[src/qdr_params.svh]
// offsets, field positions and reset values of the queued read status block
`ifndef QDR_PARAMS_SVH
`define QDR_PARAMS_SVH
// register byte offsets
`define QDR_OFS_FAILURE_CAUSE   12'h000
`define QDR_OFS_TAG_AND_REASON  12'h004
`define QDR_OFS_ADDRESS_LOW     12'h008
`define QDR_OFS_ADDRESS_MID     12'h00C
`define QDR_OFS_ADDRESS_HIGH    12'h010
`define QDR_OFS_DRIVE_SELECT    12'h014
`define QDR_OFS_CONDITION_FLAGS 12'h018
`define QDR_OFS_CONTROL         12'h01C
`define QDR_OFS_EVENT           12'h020
`define QDR_OFS_CONFIG          12'h024
// condition_flags bits
`define QDR_ST_BUSY      7
`define QDR_ST_READY     6
`define QDR_ST_FAULT     5
`define QDR_ST_SERVICE   4
`define QDR_ST_XFER      3
`define QDR_ST_FAIL      0
// failure_cause bits
`define QDR_ER_CRC       7
`define QDR_ER_UNFIX     6
`define QDR_ER_SWAP      5
`define QDR_ER_NOADDR    4
`define QDR_ER_EJECT     3
`define QDR_ER_ABORT     2
`define QDR_ER_NOMEDIUM  1
// tag_and_reason bits
`define QDR_SC_TAG_HI    7
`define QDR_SC_TAG_LO    3
`define QDR_SC_LETGO     2
`define QDR_SC_TOHOST    1
`define QDR_SC_CTRL      0
// control register bits (write one to act)
`define QDR_CT_ISSUE     0
`define QDR_CT_RESUME    1
`define QDR_CT_QUERY     2
// config register bits
`define QDR_CF_QUEUING   0
`define QDR_CF_OVL_EN    1
`define QDR_CF_REMOVABLE 2
`define QDR_CF_SUPPORTED 3
// reset values
`define QDR_RST_STATUS   8'h40
`define QDR_RST_CONFIG   8'h0F
`endif

[src/qdr_pkg.sv]
// types shared by the queued read status block
package qdr_pkg;
    typedef enum logic [1:0] {
        QDR_IMG_DATA,
        QDR_IMG_DONE,
        QDR_IMG_ERROR
    } qdr_image_t;

    typedef struct packed {
        logic crc;
        logic unfix;
        logic swap;
        logic noaddr;
        logic eject;
        logic abort;
        logic nomedium;
        logic fault;
    } qdr_fail_t;

    typedef struct packed {
        logic [7:0] cause;
        logic [7:0] count;
        logic [7:0] low;
        logic [7:0] mid;
        logic [7:0] high;
        logic [7:0] drive;
        logic [7:0] status;
    } qdr_image_regs_t;
endpackage

[src/qdr_image.sv]
// builds register images for data, completion and error answers
`timescale 1ns/1ps
`include "qdr_params.svh"
module qdr_image (
    input  wire qdr_pkg::qdr_image_t      kind,
    input  wire logic [4:0]               tag,
    input  wire logic                     queuing,
    input  wire logic                     more_queued,
    input  wire logic                     dev_num,
    input  wire logic [27:0]              fail_addr,
    input  wire qdr_pkg::qdr_fail_t       fail,
    output qdr_pkg::qdr_image_regs_t      img
);
    logic [7:0] cause;
    always_comb
    begin
        cause = 8'h00;
        cause[`QDR_ER_CRC]      = fail.crc;
        cause[`QDR_ER_UNFIX]    = fail.unfix;
        cause[`QDR_ER_SWAP]     = fail.swap;
        cause[`QDR_ER_NOADDR]   = fail.noaddr;
        cause[`QDR_ER_EJECT]    = fail.eject;
        cause[`QDR_ER_ABORT]    = fail.abort;
        cause[`QDR_ER_NOMEDIUM] = fail.nomedium;
        img = '0;
        img.count[`QDR_SC_TAG_HI:`QDR_SC_TAG_LO] = queuing ? tag : 5'h00;
        img.drive[4] = dev_num;
        img.status[`QDR_ST_READY] = 1'b1;
        case (kind)
            qdr_pkg::QDR_IMG_DATA:
            begin
                img.count[`QDR_SC_TOHOST] = 1'b1;
                img.status[`QDR_ST_XFER]  = 1'b1;
                img.status[`QDR_ST_SERVICE] = more_queued;
            end
            qdr_pkg::QDR_IMG_DONE:
            begin
                img.cause = 8'h00;
                img.count[`QDR_SC_TOHOST] = 1'b1;
                img.count[`QDR_SC_CTRL]   = 1'b1;
                img.status[`QDR_ST_BUSY] = 1'b0;
                img.status[`QDR_ST_SERVICE] = more_queued;
            end
            qdr_pkg::QDR_IMG_ERROR:
            begin
                img.cause = cause;
                img.count[`QDR_SC_TOHOST] = 1'b1;
                img.count[`QDR_SC_CTRL]   = 1'b1;
                img.low  = fail_addr[7:0];
                img.mid  = fail_addr[15:8];
                img.high = fail_addr[23:16];
                img.drive[3:0] = fail_addr[27:24];
                img.status[`QDR_ST_FAULT] = fail.fault;
                img.status[`QDR_ST_FAIL]  = |cause;
                img.status[`QDR_ST_SERVICE] = more_queued;
            end
            default:
            begin
                img.cause = 8'h00;
            end
        endcase
    end
endmodule

[src/qdr_status.sv]
// task-file status engine for a queued dma read, apb slave
`timescale 1ns/1ps
`include "qdr_params.svh"
module qdr_status (
    input  wire logic        pclk,
    input  wire logic        presetn,
    input  wire logic        psel,
    input  wire logic        penable,
    input  wire logic        pwrite,
    input  wire logic [11:0] paddr,
    input  wire logic [31:0] pwdata,
    input  wire logic [3:0]  pstrb,
    output logic      [31:0] prdata,
    output logic             pready,
    output logic             pslverr,
    // media engine events (one-cycle pulses), then level inputs
    input  wire logic        data_ready,
    input  wire logic        xfer_done,
    input  wire logic        err_unrecov,
    input  wire logic        err_crc,
    input  wire logic        err_range,
    input  wire logic        err_notfound,
    input  wire logic        err_fault,
    input  wire logic        ultra_mode,
    input  wire logic        medium_changed,
    input  wire logic        eject_request,
    input  wire logic        medium_present,
    input  wire logic        more_queued,
    input  wire logic [27:0] fail_addr,
    input  wire logic        tag_valid_limit_en,
    input  wire logic [4:0]  tag_limit,
    output logic             queue_flush,
    output logic             cmd_active
);
    ////////////////////////////////////////////////////////////////////////
    typedef enum logic [2:0] {
        QDR_IDLE,
        QDR_XFER,
        QDR_RELEASED,
        QDR_WAIT_RESUME,
        QDR_END
    } qdr_state_t;

    qdr_state_t              state;
    qdr_state_t              next_state;
    qdr_pkg::qdr_image_regs_t regs;
    qdr_pkg::qdr_image_regs_t next_regs;
    qdr_pkg::qdr_fail_t      fail;
    qdr_pkg::qdr_fail_t      next_fail;
    qdr_pkg::qdr_image_t     pend;
    qdr_pkg::qdr_image_t     next_pend;
    logic [7:0]              cfg;
    logic [7:0]              next_cfg;
    logic                    swap_seen;
    logic                    next_swap_seen;
    logic                    eject_seen;
    logic                    next_eject_seen;
    logic                    flush;
    logic                    next_flush;
    logic [7:0]              event_bits;
    logic [7:0]              next_event_bits;
    qdr_pkg::qdr_image_regs_t img;
    qdr_pkg::qdr_image_t     img_kind;

    ////////////////////////////////////////////////////////////////////////
    // apb decode
    logic wr_en;
    logic rd_en;
    logic known;
    assign wr_en   = psel & penable & pwrite;
    assign rd_en   = psel & penable & ~pwrite;
    // zero wait states; unmapped offsets answer with an error
    assign pready  = 1'b1;
    assign known   = (paddr <= `QDR_OFS_CONFIG) && (paddr[1:0] == 2'b00);
    assign pslverr = psel & penable & ~known;

    function automatic logic hit(input logic [11:0] a, input logic [11:0] ofs);
        hit = (a == ofs);
    endfunction

    logic issue_req;
    logic resume_req;
    logic query_req;
    assign issue_req  = wr_en & pstrb[0] & hit(paddr, `QDR_OFS_CONTROL) & pwdata[`QDR_CT_ISSUE];
    assign resume_req = wr_en & pstrb[0] & hit(paddr, `QDR_OFS_CONTROL) & pwdata[`QDR_CT_RESUME];
    assign query_req  = wr_en & pstrb[0] & hit(paddr, `QDR_OFS_CONTROL) & pwdata[`QDR_CT_QUERY];

    logic [4:0] cur_tag;
    assign cur_tag = regs.count[`QDR_SC_TAG_HI:`QDR_SC_TAG_LO];

    qdr_image u_image (
        .kind        (img_kind),
        .tag         (cur_tag),
        .queuing     (cfg[`QDR_CF_QUEUING]),
        .more_queued (more_queued),
        .dev_num     (regs.drive[4]),
        .fail_addr   (fail_addr),
        .fail        (next_fail),
        .img         (img)
    );

    ////////////////////////////////////////////////////////////////////////
    always_comb
    begin
        next_state      = state;
        next_regs       = regs;
        next_fail       = fail;
        next_pend       = pend;
        next_cfg        = cfg;
        next_flush      = 1'b0;
        next_event_bits = event_bits;
        img_kind        = pend;
        next_swap_seen  = swap_seen | medium_changed;
        next_eject_seen = eject_seen | eject_request;
        if (query_req)
        begin
            next_eject_seen = eject_request;
        end
        // host task-file writes while idle
        if (wr_en && state == QDR_IDLE)
        begin
            if (hit(paddr, `QDR_OFS_TAG_AND_REASON) && pstrb[0])
                next_regs.count = pwdata[7:0];
            if (hit(paddr, `QDR_OFS_ADDRESS_LOW) && pstrb[0])
                next_regs.low = pwdata[7:0];
            if (hit(paddr, `QDR_OFS_ADDRESS_MID) && pstrb[0])
                next_regs.mid = pwdata[7:0];
            if (hit(paddr, `QDR_OFS_ADDRESS_HIGH) && pstrb[0])
                next_regs.high = pwdata[7:0];
            if (hit(paddr, `QDR_OFS_DRIVE_SELECT) && pstrb[0])
                next_regs.drive = pwdata[7:0];
            if (hit(paddr, `QDR_OFS_CONFIG) && pstrb[0])
                next_cfg = pwdata[7:0];
        end
        if (wr_en && hit(paddr, `QDR_OFS_EVENT) && pstrb[0])
            next_event_bits = event_bits & ~pwdata[7:0];
        case (state)
            QDR_IDLE:
            begin
                if (issue_req && regs.status[`QDR_ST_READY])
                begin
                    next_fail = '0;
                    next_regs.status[`QDR_ST_BUSY] = 1'b1;
                    next_eject_seen = eject_request;
                    if (!cfg[`QDR_CF_SUPPORTED] || !cfg[`QDR_CF_OVL_EN])
                        next_fail.abort = 1'b1;
                    if (cfg[`QDR_CF_QUEUING] && tag_valid_limit_en
                        && regs.count[`QDR_SC_TAG_HI:`QDR_SC_TAG_LO] > tag_limit)
                        next_fail.abort = 1'b1;
                    if (cfg[`QDR_CF_REMOVABLE])
                    begin
                        next_fail.nomedium = ~medium_present;
                        next_fail.swap  = next_swap_seen;
                        next_swap_seen  = 1'b0;
                        next_fail.eject = eject_seen;
                    end
                    if (next_fail != '0)
                    begin
                        img_kind       = qdr_pkg::QDR_IMG_ERROR;
                        next_regs      = img;
                        next_regs.status[`QDR_ST_BUSY] = 1'b0;
                        next_state     = QDR_IDLE;
                    end
                    else
                    begin
                        next_state = QDR_XFER;
                    end
                end
            end
            QDR_XFER:
            begin
                if (data_ready)
                begin
                    img_kind   = qdr_pkg::QDR_IMG_DATA;
                    next_regs  = img;
                    next_state = QDR_END;
                end
                else
                begin
                    next_regs.count[`QDR_SC_LETGO]  = 1'b1;
                    next_regs.count[`QDR_SC_TOHOST] = 1'b0;
                    next_regs.count[`QDR_SC_CTRL]   = 1'b0;
                    next_regs.status[`QDR_ST_BUSY]  = 1'b0;
                    next_regs.status[`QDR_ST_READY] = 1'b1;
                    next_regs.status[`QDR_ST_XFER]  = 1'b0;
                    next_regs.status[`QDR_ST_FAIL]  = 1'b0;
                    next_regs.status[`QDR_ST_SERVICE] = more_queued;
                    next_state = QDR_RELEASED;
                end
            end
            QDR_RELEASED:
            begin
                if (data_ready || xfer_done || err_unrecov || err_crc
                    || err_range || err_notfound || err_fault)
                begin
                    next_regs.status[`QDR_ST_SERVICE] = 1'b1;
                    next_pend  = data_ready ? qdr_pkg::QDR_IMG_DATA : qdr_pkg::QDR_IMG_DONE;
                    next_state = QDR_WAIT_RESUME;
                end
            end
            QDR_WAIT_RESUME:
            begin
                if (resume_req)
                begin
                    next_regs = img;
                    next_state = (pend == qdr_pkg::QDR_IMG_DATA) ? QDR_END : QDR_IDLE;
                end
            end
            QDR_END:
            begin
                if (xfer_done)
                begin
                    img_kind   = qdr_pkg::QDR_IMG_DONE;
                    next_regs  = img;
                    next_state = QDR_IDLE;
                end
            end
            default:
            begin
                next_state = QDR_IDLE;
            end
        endcase
        // error capture during a running command
        if (state != QDR_IDLE && (err_unrecov || err_crc || err_range
            || err_notfound || err_fault))
        begin
            next_fail.unfix = fail.unfix | err_unrecov;
            next_fail.crc   = fail.crc | (err_crc & ultra_mode);
            // abort for ultra crc errors and for range without notfound
            next_fail.abort = fail.abort | (ultra_mode & err_crc) | (err_range & ~err_notfound);
            next_fail.noaddr = fail.noaddr | err_notfound;
            next_fail.fault = fail.fault | err_fault;
            next_flush = err_unrecov;
            if (state == QDR_RELEASED || state == QDR_WAIT_RESUME)
                next_pend = qdr_pkg::QDR_IMG_ERROR;
            else
            begin
                img_kind   = qdr_pkg::QDR_IMG_ERROR;
                next_regs  = img;
                next_state = QDR_IDLE;
            end
        end
        // hardware set wins over software clear
        next_event_bits = next_event_bits | {5'h00, next_flush, err_unrecov, medium_changed};
    end

    ////////////////////////////////////////////////////////////////////////
    always_ff @(posedge pclk or negedge presetn)
    begin
        if (!presetn)
        begin
            state      <= QDR_IDLE;
            regs       <= '0;
            regs.status <= `QDR_RST_STATUS;
            fail       <= '0;
            pend       <= qdr_pkg::QDR_IMG_DONE;
            cfg        <= `QDR_RST_CONFIG;
            swap_seen  <= 1'b0;
            eject_seen <= 1'b0;
            flush      <= 1'b0;
            event_bits <= 8'h00;
        end
        else
        begin
            state      <= next_state;
            regs       <= next_regs;
            fail       <= next_fail;
            pend       <= next_pend;
            cfg        <= next_cfg;
            swap_seen  <= next_swap_seen;
            eject_seen <= next_eject_seen;
            flush      <= next_flush;
            event_bits <= next_event_bits;
        end
    end

    ////////////////////////////////////////////////////////////////////////
    // read mux, registered data
    logic [31:0] next_prdata;
    always_comb
    begin
        next_prdata = 32'h0000_0000;
        if (psel && !penable && !pwrite)
        begin
            case (paddr)
                `QDR_OFS_FAILURE_CAUSE:   next_prdata[7:0] = regs.cause;
                `QDR_OFS_TAG_AND_REASON:  next_prdata[7:0] = regs.count;
                `QDR_OFS_ADDRESS_LOW:     next_prdata[7:0] = regs.low;
                `QDR_OFS_ADDRESS_MID:     next_prdata[7:0] = regs.mid;
                `QDR_OFS_ADDRESS_HIGH:    next_prdata[7:0] = regs.high;
                `QDR_OFS_DRIVE_SELECT:    next_prdata[7:0] = regs.drive;
                `QDR_OFS_CONDITION_FLAGS: next_prdata[7:0] = regs.status;
                `QDR_OFS_EVENT:           next_prdata[7:0] = event_bits;
                `QDR_OFS_CONFIG:          next_prdata[7:0] = cfg;
                default:                  next_prdata = 32'h0000_0000;
            endcase
        end
    end

    always_ff @(posedge pclk or negedge presetn)
    begin
        if (!presetn)
            prdata <= 32'h0000_0000;
        else if (psel && !penable)
            prdata <= next_prdata;
    end

    assign queue_flush = flush;
    assign cmd_active  = (state != QDR_IDLE);
    // rd_en kept for symmetry of decode
    logic unused_rd;
    assign unused_rd = rd_en;
endmodule

[config.mk]
export PLATFORM = sky130hd
export DESIGN_NAME = qdr_status
export DESIGN_NICKNAME = d
export VERILOG_FILES = /design/src/qdr_pkg.sv /design/src/qdr_image.sv /design/src/qdr_status.sv
export VERILOG_INCLUDE_DIRS = /design/src /design/src/src
export SDC_FILE = /design/constraint.sdc
export NUM_CORES = 1
export LEC_CHECK = 0
export BUFFER_PORTS_ARGS = -buffer_cell sky130_fd_sc_hd__buf_2
export CORE_ASPECT_RATIO = 0.75
export CORE_MARGIN = 2
export CORE_UTILIZATION = 55
export CTS_BUF_LIST = sky130_fd_sc_hd__clkbuf_4
export CTS_CLUSTER_SIZE = 14
export DETAILED_ROUTE_END_ITERATION = 6
export PLACE_DENSITY = 0.92
export SLEW_MARGIN = 20
export SYNTH_ARGS = -nofsm -noshare
export SYNTH_HDL_FRONTEND = slang
export SYNTH_SLANG_ARGS = --single-unit
[constraint.sdc]
create_clock -name pclk -period 8.6 [get_ports pclk]
set_input_delay 0.86 -clock pclk [delete_from_list [all_inputs] [get_ports pclk]]
set_output_delay 0.86 -clock pclk [all_outputs]
set_load 0.03 [all_outputs]
==> results of run 1 <==
-- worst max-delay path: cells and delay by family --
kind	cells	cell delay [ps]
AND/OR/NAND/NOR	2	1270
adder cells (fa/ha/maj)	1	210
buffers and inverters	4	790
AO/OA/AOI/OAI	5	1170
-- placed cells by master, fill, tap and decap left out, drive strengths merged, types with 3 or more instances in the layout --
master    instances
mux2             10
o21ai            30
a221oi            9
ha                8
clkbuf           11
nand2b            8
conb             25
a21boi            5
and2              8
a21o              4
a31oi             4
nor2b             8
buf              90
inv              17
a211oi            4
nor2             29
dfstp             6
a222oi            8
clkinvlp          3
nand2            69
o21a              3
nor3              5
a22oi            17
a21oi            17
dfrtp            90
mux2i            67
nand3            10
nor4             11
o22ai             5
or2               4
nor3b             3
-- final timing paths --
path | from | end | slack [ps] | depth (start not counted)
max | paddr[8] | regs[0]$_DFF_PN0_ | 4670 | 12
min | presetn | pend[1]$_DFF_PN0_ | 420 | 1
max reg2reg | swap_seen$_DFF_PN0_ | regs[4]$_DFF_PN0_ | 4880 | 14
min in group pclk | prdata[2]$_DFFE_PN0P_ | prdata[2]$_DFFE_PN0P_ | 500 | 2
max in group asynchronous | presetn | regs[25]$_DFF_PN0_ | 7120 | 2
min reg2reg | prdata[2]$_DFFE_PN0P_ | prdata[2]$_DFFE_PN0P_ | 500 | 2
-- per-stage QoR --
| stage | worst slack [ps] | hold WS [ps] | power (mW) | cells | utilization, % |
|---|---|---|---|---|---|
| finish | 4670 | 422 | 1.50 | 757 | 62.3 |
| floorplan | 4850 | 450 | 1.07 | 573 | - |
| detailed placement | 4270 | 467 | 1.24 | 741 | 60.8 |
| CTS | 4740 | 429 | 1.49 | 757 | 62.3 |
| global route | 4500 | 438 | 1.58 | 757 | 62.3 |
| global placement | 4350 | 462 | 1.21 | 741 | 60.8 |
-- flip-flops by register name, indices dropped and copies added, names as in the netlist --
name / flops
regs: 51
cfg: 8
event_bits: 8
fail: 8
prdata: 8
cur_tag: 5
state: 3
pend: 2
eject_seen: 1
queue_flush: 1
swap_seen: 1
-- kinds of logic (layout without fill, tap and decap cells) --
logic type | count (synthesis) | count (layout)
other cells | 2 | 25
flops | 96 | 96
mux | 77 | 77
fa+ha+maj | 8 | 8
buf+inv | 72 | 124
compound gates | 127 | 127
simple gates | 168 | 168
-- layout make-up --
| cell class | instances | area, um^2 | share of cell area, % |
|---|---|---|---|
| clock buffers | 11 | 82.6 | 1.38 |
| clock inverters | 5 | 57.6 | 0.960 |
| inverters | 18 | 67.6 | 1.13 |
| multi-input cells | 405 | 2740 | 45.7 |
| flip-flops and latches | 96 | 2410 | 40.2 |
| well taps | 132 | 165 | 2.76 |
| repair buffers | 90 | 473 | 7.89 |
-- power by group through the flow --
stage / logic [mW] / registers [mW] / clock network (mW)
2_1_floorplan: 0.461 / 0.612 / 0
3_3_place_gp: 0.571 / 0.637 / 0
3_5_place_dp: 0.601 / 0.643 / 0
4_1_cts: 0.607 / 0.634 / 0.247
5_1_grt: 0.672 / 0.647 / 0.266
6_report: 0.619 / 0.640 / 0.244
-- routing by layer --
metal / global-route usage, % / vias to the layer above
met4: 7.44 / 0
met3: 6.92 / 33
li1: - / 2092
met5: 0 / -
met1: 39.1 / 2352
met2: 44.3 / 345
==> results.rst, run 1 <==
.. list-table::
   :header-rows: 1

   * - Metric
     - Value
   * - RSZ-0062 raised after global routing
     - false
   * - Fmax
     - 255 MHz
   * - Total vias in the final route
     - 4,822
   * - Layout Nets
     - 727
   * - Cell types with the highest counts after synthesis
     - 90 x sky130_fd_sc_hd__dfrtp_1, 69 x sky130_fd_sc_hd__nand2_1, 67 x sky130_fd_sc_hd__mux2i_1
   * - Synth Area in Compound Gates
     - 16.4%
   * - Synth Area per Inst
     - 9.89 um^2
   * - Starting utilization of the core area
     - 56.5%
   * - DRC violation count after routing
     - 0
   * - Maximum number of pins on one net before global-route repair
     - 50
   * - Data required time of the critical path
     - 8990 ps
   * - Antenna cell count
     - 0
   * - Post-detailed-routing wire length
     - 15,000 um
   * - Proportion of power drawn by flip-flops and latches
     - 42.6%
   * - Number of max-slew violations in the final report
     - 0
   * - Cell taking the most area after synthesis
     - sky130_fd_sc_hd__dfrtp_1
   * - Largest stage delay on the critical path
     - 650 ps
   * - Vertical extent of the die
     - 90.1 um
   * - Result of the run
     - complete, no violations
   * - Full die area
     - 0.0107 mm^2
   * - Number of vias per cell after detailed routing
     - 6.37
   * - Number of antenna violations at the first check in global routing
     - 0
   * - Wire length per cell after detailed routing
     - 19.8 um
   * - Later-pin clock latency in the skew report
     - 440 ps
   * - Highest routing layer actually used
     - met4
   * - Number of H-tree levels
     - 3
   * - Number of buffers added on ports
     - 82
   * - Width of the chip
     - 119 um
   * - Switching power as a share of total power
     - 41.4%
   * - Detailed-route wire length on metal 1
     - 6100 um
   * - Combinational fraction of design power
     - 41.2%
   * - Dominant combinational cell family by area after synthesis
     - compound AO/OA/AOI/OAI gates
   * - Number of buffers created by CTS
     - 9
   * - Worst Hold Class
     - in2async
   * - Number of hold violations in the final report
     - 0
   * - Worst setup skew after layout
     - 14.3 ps
   * - CTS Sinks
     - 96
   * - Cell Chain, Critical Path
     - buf_2 > or4_4 > nor4_4 > a41oi_1 > buf_4 > o311a_1 > a221oi_1 > ha_1 > buf_4 > inv_1 > a21oi_1 > a22o_1
   * - Dominant register cell in the synthesized netlist
     - sky130_fd_sc_hd__dfrtp_1
   * - Headroom to the max-slew limit
     - 22.5%
   * - WS Path Type
     - in2reg
   * - Final critical-path share of the clock period
     - 45.7%
   * - Hold_buf cts
     - 0
   * - Max-cap viol count
     - 0
   * - Number of flops mapped to enable cells by yosys
     - 0
   * - HPWL after detailed placement
     - 10,900 um
   * - Via count of the first global-routing pass
     - 4,654
   * - Data arrival time of the critical path
     - 4320 ps
   * - Setup Viol. Count Final
     - 0
   * - Number of DRC markers after the initial detailed-route iteration
     - 660
   * - Area inside the core boundary
     - 0.00962 mm^2
   * - CTS Buffer Depth
     - 2
   * - Async SR Flop Fraction
     - 100%
   * - Number of instances in the synthesized netlist
     - 550
   * - Top cells by area in the synthesized netlist
     - sky130_fd_sc_hd__dfrtp_1 41%, sky130_fd_sc_hd__mux2i_1 12%, sky130_fd_sc_hd__nand2_1 4.8%
   * - Pleak
     - 2.82 nW
   * - Post-synthesis register bit count
     - 96
   * - Root Buffer Master
     - sky130_fd_sc_hd__clkbuf_4
   * - Net switching power
     - 0.623 mW
   * - Pre-Repair DR Iteration Count
     - 7
   * - Clock Pin Slew Worst Setup and Hold Paths
     - 150 ps
   * - Final Critical Period
     - 3930 ps
   * - Internal power
     - 0.880 mW
   * - Synthesized-area fraction occupied by xor and xnor cells
     - 0%
   * - Highest-delay cell along the critical path
     - sky130_fd_sc_hd__or4_4
   * - Filler instances
     - 796
   * - Crit. End Element
     - flip-flop
   * - VDD IR max
     - 0.190 mV
   * - Detailed route wirelength on metal2
     - 6990 um
   * - Placed cell areas
     - 0.00585 mm^2
   * - Area share of the largest cell type after synthesis
     - 41.4%
   * - Worst path most repeated cell
     - sky130_fd_sc_hd__buf_4
   * - Fraction of layout instances using a drive strength above 1
     - 22.1%
   * - Startpoint Class
     - input pin
   * - Most common cell in the netlist
     - sky130_fd_sc_hd__dfrtp_1
   * - Total congestion overflow after global routing
     - 0
   * - Simple-gate share of the synthesized area
     - 16.0%
   * - Worst-path maximum fanout
     - 36
   * - Sum of negative setup slack
     - 0 ps
   * - Synth warnings
     - 0
   * - Number of buffers inserted by post-CTS setup repair
     - 0
   * - Adder-cell share of the synthesized area
     - 1.84%
   * - Mux cell area share after synthesis
     - 14.4%
   * - Part of the Yosys area used for sequential elements
     - 44.3%
   * - Routed wire length on met3
     - 1630 um
   * - Power per standard cell area
     - 251 mW/mm^2
   * - Final weighted congestion in routability-driven placement
     - 0.921
   * - Number of placement rows
     - 31
   * - Design Area, Final
     - 0.00599 mm^2
   * - Distinct cell type count of the synthesized netlist
     - 61
   * - All-layer global routing usage
     - 28.2%
   * - Layout-stage area growth over the synthesis result
     - 10.2%
   * - Clock share of power
     - 16.2%
   * - Resized Gates After CTS
     - 0
   * - Area of the mapped netlist
     - 0.00544 mm^2
   * - Worst slew pin tran
     - 1160 ps
   * - TritonCTS clock tree
     - yes
   * - First-pass GRT wire length
     - 23,900 um
   * - Num ports
     - 135
   * - Number of nets still failing antenna checks after routing
     - 0
No activity file was read; power rests on OpenSTA's default activity.
==> inputs of run 2 (changes only) <==
- CORE_UTILIZATION: 55 -> 50
- PLACE_DENSITY: 0.92 -> 0.89
- clock period: 8.6 -> 3.42 ns (I/O delays scaled with it)
==> run 2 against run 1 <==
Effect of this change: the run now ends with design-rule violations left; global-route usage decreased by 2.1 points; total power increased to 2.5 times the previous value; sequential share of layout area decreased by 1.3 points; clock-buffer cell count increased by 1; die area increased by 9.6%; combinational power increased to 2.6 times the previous value; sequential power increased to 2.5 times the previous value; worst setup slack got worse by 4600 ps; clock power increased by 120%; critical path type is now reg2reg; critical endpoint is now regs[4]$_DFF_PN0_; highest routed layer unchanged.
==> results.rst, run 2 (synthesis gave the netlist of run 1 again) <==
.. list-table::
   :header-rows: 1

   * - Metric
     - Value
   * - Worst setup skew after layout
     - 15.9 ps (+1.61 ps)
   * - Number of placement rows
     - 32 (+3.2%)
   * - Later-pin clock latency in the skew report
     - 460 ps (+20 ps)
   * - Starting utilization of the core area
     - 52.0% (-4.5 points)
   * - Number of vias per cell after detailed routing
     - 6.07 (-4.7%)
   * - Number of buffers added on ports
     - 82 (unchanged)
   * - Maximum number of pins on one net before global-route repair
     - 81 (+62%)
   * - Violations in the final reports
     - design-rule violations
   * - Final Core Density
     - 59.2% (-3.1 points)
   * - Number of buffers created by CTS
     - 9 (unchanged)
   * - Smallest hold slack
     - 83.7 ps (-338 ps)
   * - WS Path Type
     - reg2reg
   * - Antenna cell count
     - 0 (unchanged)
   * - Number of nets still failing antenna checks after routing
     - 0 (unchanged)
   * - Fraction of layout instances using a drive strength above 1
     - 24.7% (+2.6 points)
   * - Register area
     - 0.00241 mm^2 (unchanged)
   * - First-pass GRT wire length
     - 24,100 um (+0.61%)
   * - Number of antenna violations at the first check in global routing
     - 0 (unchanged)
   * - Worst slew pin tran
     - 903 ps (-257 ps)
   * - Flip-flop count of the largest register, all copies and words added
     - 51 (unchanged)
   * - Most flops, register
     - regs
   * - DRC violation count after routing
     - 3 (+3)
   * - Wire length per cell after detailed routing
     - 19.3 um (-2.7%)
   * - Area taken by multi-input logic gates
     - 0.00275 mm^2 (+0.27%)
   * - Pre-Repair DR Iteration Count
     - 7 (unchanged)
   * - HPWL after detailed placement
     - 11,300 um (+3.8%)
   * - Startpoint Class
     - flip-flop
   * - Setup Viol. Count Final
     - 0 (unchanged)
   * - Placed cell areas
     - 0.00601 mm^2 (+2.7%)
   * - VDD IR max
     - 0.349 mV (+84%)
   * - Width of the chip
     - 124 um (+4.7%)
   * - Area inside the core boundary
     - 0.0105 mm^2 (+8.6%)
   * - Design Area, Final
     - 0.00619 mm^2 (+3.2%)
   * - Result of the run
     - complete, but fails checks
   * - Fmax
     - 303 MHz
   * - Total congestion overflow after global routing
     - 0 (unchanged)
   * - Pleak
     - 2.95 nW (+4.5%)
   * - Headroom to the max-slew limit
     - 39.3% (+17 points)
   * - Filler instances
     - 886 (+11%)
   * - Max-cap viol count
     - 0 (unchanged)
   * - Final weighted congestion in routability-driven placement
     - 0.965 (+4.7%)
   * - Final critical-path share of the clock period
     - 96.4%
   * - Worst Hold Class
     - in2reg
   * - CTS Buffer Depth
     - 2 (unchanged)
   * - Clock Pin Slew Worst Setup and Hold Paths
     - 130 ps (-20 ps)
   * - Number of DRC markers after the initial detailed-route iteration
     - 625 (-5.3%)
   * - Data required time of the critical path
     - 3770 ps (-5220 ps)
   * - Crit. End Element
     - flip-flop
   * - Via count of the first global-routing pass
     - 4,614 (-0.86%)
   * - Data arrival time of the critical path
     - 3650 ps (-670 ps)
   * - Post-detailed-routing wire length
     - 15,100 um (+0.81%)
   * - Worst-path maximum fanout
     - 3 (-92%)
   * - Full die area
     - 0.0117 mm^2 (+9.6%)
   * - CTS Sinks
     - 96 (unchanged)
   * - Layout-stage area growth over the synthesis result
     - 13.8%
   * - TritonCTS clock tree
     - yes
   * - Power per standard cell area
     - 609 mW/mm^2 (+140%)
   * - Final Critical Period
     - 3300 ps
   * - Number of max-slew violations in the final report
     - 0 (unchanged)
   * - All-layer global routing usage
     - 26.0% (-2.1 points)
   * - Commonest non-fill, non-tap cells in the layout
     - 90 x sky130_fd_sc_hd__dfrtp_1, 81 x sky130_fd_sc_hd__buf_2, 69 x sky130_fd_sc_hd__nand2_1
   * - Total vias in the final route
     - 4,757 (-1.3%)
   * - Layout Nets
     - 750 (+3.2%)
   * - Num ports
     - 135 (unchanged)
   * - Vertical extent of the die
     - 94.3 um (+4.7%)
   * - Overall power
     - 3.77 mW (+150%)
   * - Number of H-tree levels
     - 3 (unchanged)
   * - Sum of negative setup slack
     - 0 ps (unchanged)
   * - Commonest non-fill, non-tap cell in the layout
     - sky130_fd_sc_hd__dfrtp_1
   * - Number of hold violations in the final report
     - 0 (unchanged)
   * - Root Buffer Master
     - sky130_fd_sc_hd__clkbuf_4
-- run 2: area by class of cell --
cell class              instances  share of cell area [%]
clock buffers                  12                    1.46
clock inverters                 4                   0.364
inverters                      18                    1.09
multi-input cells             405                    44.4
flip-flops and latches         96                    39.0
well taps                     136                    2.75
repair buffers                113                    11.0
-- run 2: critical path, cell delays in order, from the launching register on --
cell                       delay [ps]
sky130_fd_sc_hd__dfrtp_1          430
sky130_fd_sc_hd__ha_1             310
sky130_fd_sc_hd__and4_1           210
sky130_fd_sc_hd__a2111o_1         430
sky130_fd_sc_hd__o32a_1           250
sky130_fd_sc_hd__a41oi_2          260
sky130_fd_sc_hd__o311a_1          220
sky130_fd_sc_hd__a221o_1          130
sky130_fd_sc_hd__ha_2             220
sky130_fd_sc_hd__nand2_1           60
sky130_fd_sc_hd__nand2_1           60
sky130_fd_sc_hd__a21oi_1           60
sky130_fd_sc_hd__o22a_1           210
sky130_fd_sc_hd__a211oi_1         230
sky130_fd_sc_hd__a21oi_1           90
-- run 2: power breakdown --
group          switching [mW]  leakage, nW  total [mW]  internal [mW]
Combinational           0.998         1.69        1.62          0.620
Sequential              0.201         1.19        1.61           1.41
Clock                   0.363       0.0687       0.534          0.171
-- run 2: final timing paths --
check                                         from                      end  slack, ps  depth (start not counted)
setup / recovery              cur_tag[4]$_DFF_PN0_        regs[4]$_DFF_PN0_        120                         14
hold / removal                       eject_request     eject_seen$_DFF_PN0_         80                          2
setup reg to reg              cur_tag[4]$_DFF_PN0_        regs[4]$_DFF_PN0_        120                         14
hold reg to reg            event_bits[1]$_DFF_PN0_  event_bits[1]$_DFF_PN0_        500                          1
max in group asynchronous                  presetn       regs[26]$_DFF_PN0_       2310                          4
min in group asynchronous                  presetn        fail[2]$_DFF_PN0_        320                          2
-- run 2: stage by stage --
stage / setup slack (ps) / cells
after global routing: -38.2 / 784
final: 122 / 784
after floorplan: 188 / 573
after CTS: 101 / 780
after detailed placement: 74.5 / 764
after global placement: 185 / 764
-- run 2: what timing repair did --
item	in CTS	in global routing
setup endpoints to repair	0	11
hold buffers	0	1
endpoints found under the hold margin	0	22
buffers inserted	0	2
resized for setup	0	2
-- run 2: routing by layer --
layer	vias up	part of all wire [%]	track usage (%)
met2	276	45	40.4
met5	-	0	0
li1	2140	-	-
met4	0	1.2	5.99
met1	2318	43	36.6
met3	23	11	7.35
==> inputs of run 3 (changes only) <==
--- a/config.mk
+++ b/config.mk
@@ -9,3 +9,2 @@
 export BUFFER_PORTS_ARGS = -buffer_cell sky130_fd_sc_hd__buf_2
-export CORE_ASPECT_RATIO = 0.75
 export CORE_MARGIN = 2
--- a/constraint.sdc
+++ b/constraint.sdc
@@ -3,2 +3,2 @@
 set_output_delay 0.342 -clock pclk [all_outputs]
-set_load 0.03 [all_outputs]
+set_load 0.01 [all_outputs]
==> run 3 against run 2 <==
Effect of this change: the flow finishes with violations (negative hold slack); non-clock buffer count shrank 1; cell count grew 0.38%; cell area stayed put; clock power increased by 16%; clock-buffer cell count is 1 lower; routed wire length down 1.5%; core utilization fell by 1.6 points; sequential share of layout area unchanged; combinational power fell by 4%; global-route usage fell by 0.10 points; first-iteration DRC count shrank 35%; largest cell class unchanged; highest routed layer unchanged.
==> results.rst, run 3 (synthesis gave the netlist of run 1 again) <==
.. list-table::
   :header-rows: 1

   * - Metric
     - Value
   * - Filler instances
     - 905 (+2.1%)
   * - Worst Hold Class
     - in2async
   * - Overall power
     - 3.80 mW (+1.0%)
   * - Final Critical Period
     - 3260 ps (-39.8 ps)
   * - RSZ-0062 raised after global routing
     - false
   * - Layout Nets
     - 749 (-0.13%)
   * - CTS Buffer Depth
     - 2 (unchanged)
   * - Switching power as a share of total power
     - 40.5% (-0.93 points)
   * - Power per standard cell area
     - 615 mW/mm^2 (+1.0%)
   * - Proportion of power drawn by flip-flops and latches
     - 42.6% (-0.2 points)
   * - Sum of negative setup slack
     - 0 ps (unchanged)
   * - CTS Sinks
     - 96 (unchanged)
   * - Critical Path Start
     - cur_tag[4]$_DFF_PN0_
   * - Later-pin clock latency in the skew report
     - 460 ps (about the same)
   * - Number of max-slew violations in the final report
     - 0 (unchanged)
   * - Number of buffers created by CTS
     - 9 (unchanged)
   * - Design Area, Final
     - 0.00619 mm^2 (unchanged)
   * - Pre-Repair DR Iteration Count
     - 7 (unchanged)
   * - Dpl ws
     - 117 ps (+42.6 ps)
   * - VDD IR max
     - 0.429 mV (+23%)
   * - Pleak
     - 2.94 nW (-0.16%)
   * - Internal power
     - 2.26 mW (+2.6%)
   * - HPWL after detailed placement
     - 11,000 um (-2.8%)
   * - Number of hold violations in the final report
     - 7 (+7)
   * - Placed cell areas
     - 0.00602 mm^2 (+0.21%)
   * - Setup Viol. Count Final
     - 0 (unchanged)
   * - Cells after DPL
     - 769 (+0.65%)
   * - Fraction of layout instances using a drive strength above 1
     - 24.9% (+0.19 points)
   * - Area taken by multi-input logic gates
     - 0.00274 mm^2 (about the same)
   * - Number of vias per cell after detailed routing
     - 6.16 (+1.4%)
   * - DRC violation count after routing
     - 0 (-3)
   * - Final critical-path share of the clock period
     - 95.3% (-1.2 points)
   * - Post-detailed-routing wire length
     - 14,900 um (-1.5%)
   * - Full die area
     - 0.0117 mm^2 (about the same)
   * - Antenna cell count
     - 0 (unchanged)
   * - Number of antenna violations at the first check in global routing
     - 0 (unchanged)
   * - Via count of the first global-routing pass
     - 4,693 (+1.7%)
   * - Startpoint Class
     - flip-flop
   * - Layout-stage area growth over the synthesis result
     - 13.8% (unchanged)
   * - Violations in the final reports
     - negative hold slack
   * - Total congestion overflow after global routing
     - 0 (unchanged)
   * - Maximum number of pins on one net before global-route repair
     - 73 (-9.9%)
   * - Final weighted congestion in routability-driven placement
     - 0.986 (+2.2%)
   * - Number of nets still failing antenna checks after routing
     - 0 (unchanged)
   * - Crit Reg-Reg Startpoint
     - cur_tag[4]$_DFF_PN0_
   * - Worst setup skew after layout
     - 21.1 ps (+5.22 ps)
   * - First-pass GRT wire length
     - 23,400 um (-2.9%)
   * - Number of DRC markers after the initial detailed-route iteration
     - 405 (-35%)
   * - Vertical extent of the die
     - 108 um (+15%)
   * - Smallest hold slack
     - -32.4 ps (-116 ps)
   * - Critical R2R Capture
     - regs[4]$_DFF_PN0_
   * - Total vias in the final route
     - 4,844 (+1.8%)
   * - Root Buffer Master
     - sky130_fd_sc_hd__clkbuf_4
   * - Max-cap viol count
     - 0 (unchanged)
   * - Width of the chip
     - 108 um (-13%)
   * - Commonest non-fill, non-tap cells in the layout
     - 90 x sky130_fd_sc_hd__dfrtp_1, 81 x sky130_fd_sc_hd__buf_2, 69 x sky130_fd_sc_hd__nand2_1
   * - Crit. End Element
     - flip-flop
   * - Combinational fraction of design power
     - 41.1% (-1.9 points)
   * - All-layer global routing usage
     - 25.9% (-0.10 points)
   * - Flip-flop count of the largest register, all copies and words added
     - 51 (unchanged)
   * - Cell depth of the worst flop-to-flop path
     - 14 (unchanged)
   * - Fin worst setup slack
     - 162 ps (+39.8 ps)
   * - Fmax
     - 307 MHz (+1.2%)
   * - Final Core Density
     - 57.6% (-1.6 points)
   * - Number of H-tree levels
     - 3 (unchanged)
   * - Register area
     - 0.00241 mm^2 (unchanged)
   * - Num ports
     - 135 (unchanged)
   * - WS Path Type
     - reg2reg
   * - TritonCTS clock tree
     - yes
   * - Worst slew pin tran
     - 905 ps (+1.94 ps)
   * - Number of placement rows
     - 38 (+19%)
   * - Wire length per cell after detailed routing
     - 18.9 um (-1.9%)
   * - Net switching power
     - 1.54 mW (-1.3%)
   * - Data required time of the critical path
     - 3780 ps (about the same)
   * - Headroom to the max-slew limit
     - 39.7% (+0.37 points)
   * - Post-Layout Cell Count
     - 787 (+0.38%)
   * - Most flops, register
     - regs
   * - Starting utilization of the core area
     - 50.6% (-1.4 points)
   * - Commonest non-fill, non-tap cell in the layout
     - sky130_fd_sc_hd__dfrtp_1
   * - Data arrival time of the critical path
     - 3620 ps (-30 ps)
   * - Clock share of power
     - 16.3% (+2.1 points)
   * - Area inside the core boundary
     - 0.0107 mm^2 (+2.8%)
   * - Worst-path maximum fanout
     - 3 (unchanged)
   * - Result of the run
     - complete, but fails checks
   * - Number of buffers added on ports
     - 82 (unchanged)
   * - Slack of the worst reg-to-reg path
     - 160 ps (+40 ps)
   * - Clock Pin Slew Worst Setup and Hold Paths
     - 150 ps (+20 ps)
==> run 3: power by group through the flow <==
stage | logic [mW] | registers, mW | clock network (mW)
5_1_grt | 1.70 | 1.63 | 0.669
4_1_cts | 1.53 | 1.60 | 0.618
6_report | 1.56 | 1.62 | 0.619
3_5_place_dp | 1.52 | 1.63 | 0
3_3_place_gp | 1.44 | 1.61 | 0
2_1_floorplan | 1.12 | 1.53 | 0
==> run 3: timing repair <==
item,4_1_cts,5_1_grt
hold buffers,0,0
endpoints found under the setup margin,0,1
resized for setup,0,2
buffers inserted,0,2
==> run 3: cell type report <==
class	instances	area share, %
multi-input combinational	405	44.3
tap	140	2.83
timing repair buffer	112	10.5
inverter	18	1.09
clock buffer	11	1.33
sequential	96	39.0
clock inverter	5	0.930
==> run 3: worst max-delay path by stage <==
stage	to	slack (ps)
floorplan	regs[10]$_DFF_PN0_	190
global placement	regs[4]$_DFF_PN0_	170
detailed placement	regs[4]$_DFF_PN0_	120
CTS	regs[4]$_DFF_PN0_	170
global route	regs[4]$_DFF_PN0_	10
finish	regs[4]$_DFF_PN0_	160
==> run 3: per-layer routing <==
layer	global-route usage, %	routed length [um]
met2	42.6	7110
met1	32.0	5830
met5	0	0
met3	5.67	1290
met4	13.8	645
==> run 3: critical path: stages (launching register included) <==
cell and delay (ps):
sky130_fd_sc_hd__dfrtp_1 440, sky130_fd_sc_hd__ha_1 310, sky130_fd_sc_hd__and4_1 210, sky130_fd_sc_hd__a2111o_1 430, sky130_fd_sc_hd__o32a_1 240, sky130_fd_sc_hd__a41oi_2 270, sky130_fd_sc_hd__o311a_1 230, sky130_fd_sc_hd__a221o_1 120
sky130_fd_sc_hd__ha_1 200, sky130_fd_sc_hd__nand2_1 70, sky130_fd_sc_hd__nand2_1 60, sky130_fd_sc_hd__a21oi_1 60, sky130_fd_sc_hd__o22a_1 210, sky130_fd_sc_hd__a211oi_1 220, sky130_fd_sc_hd__a21oi_1 90
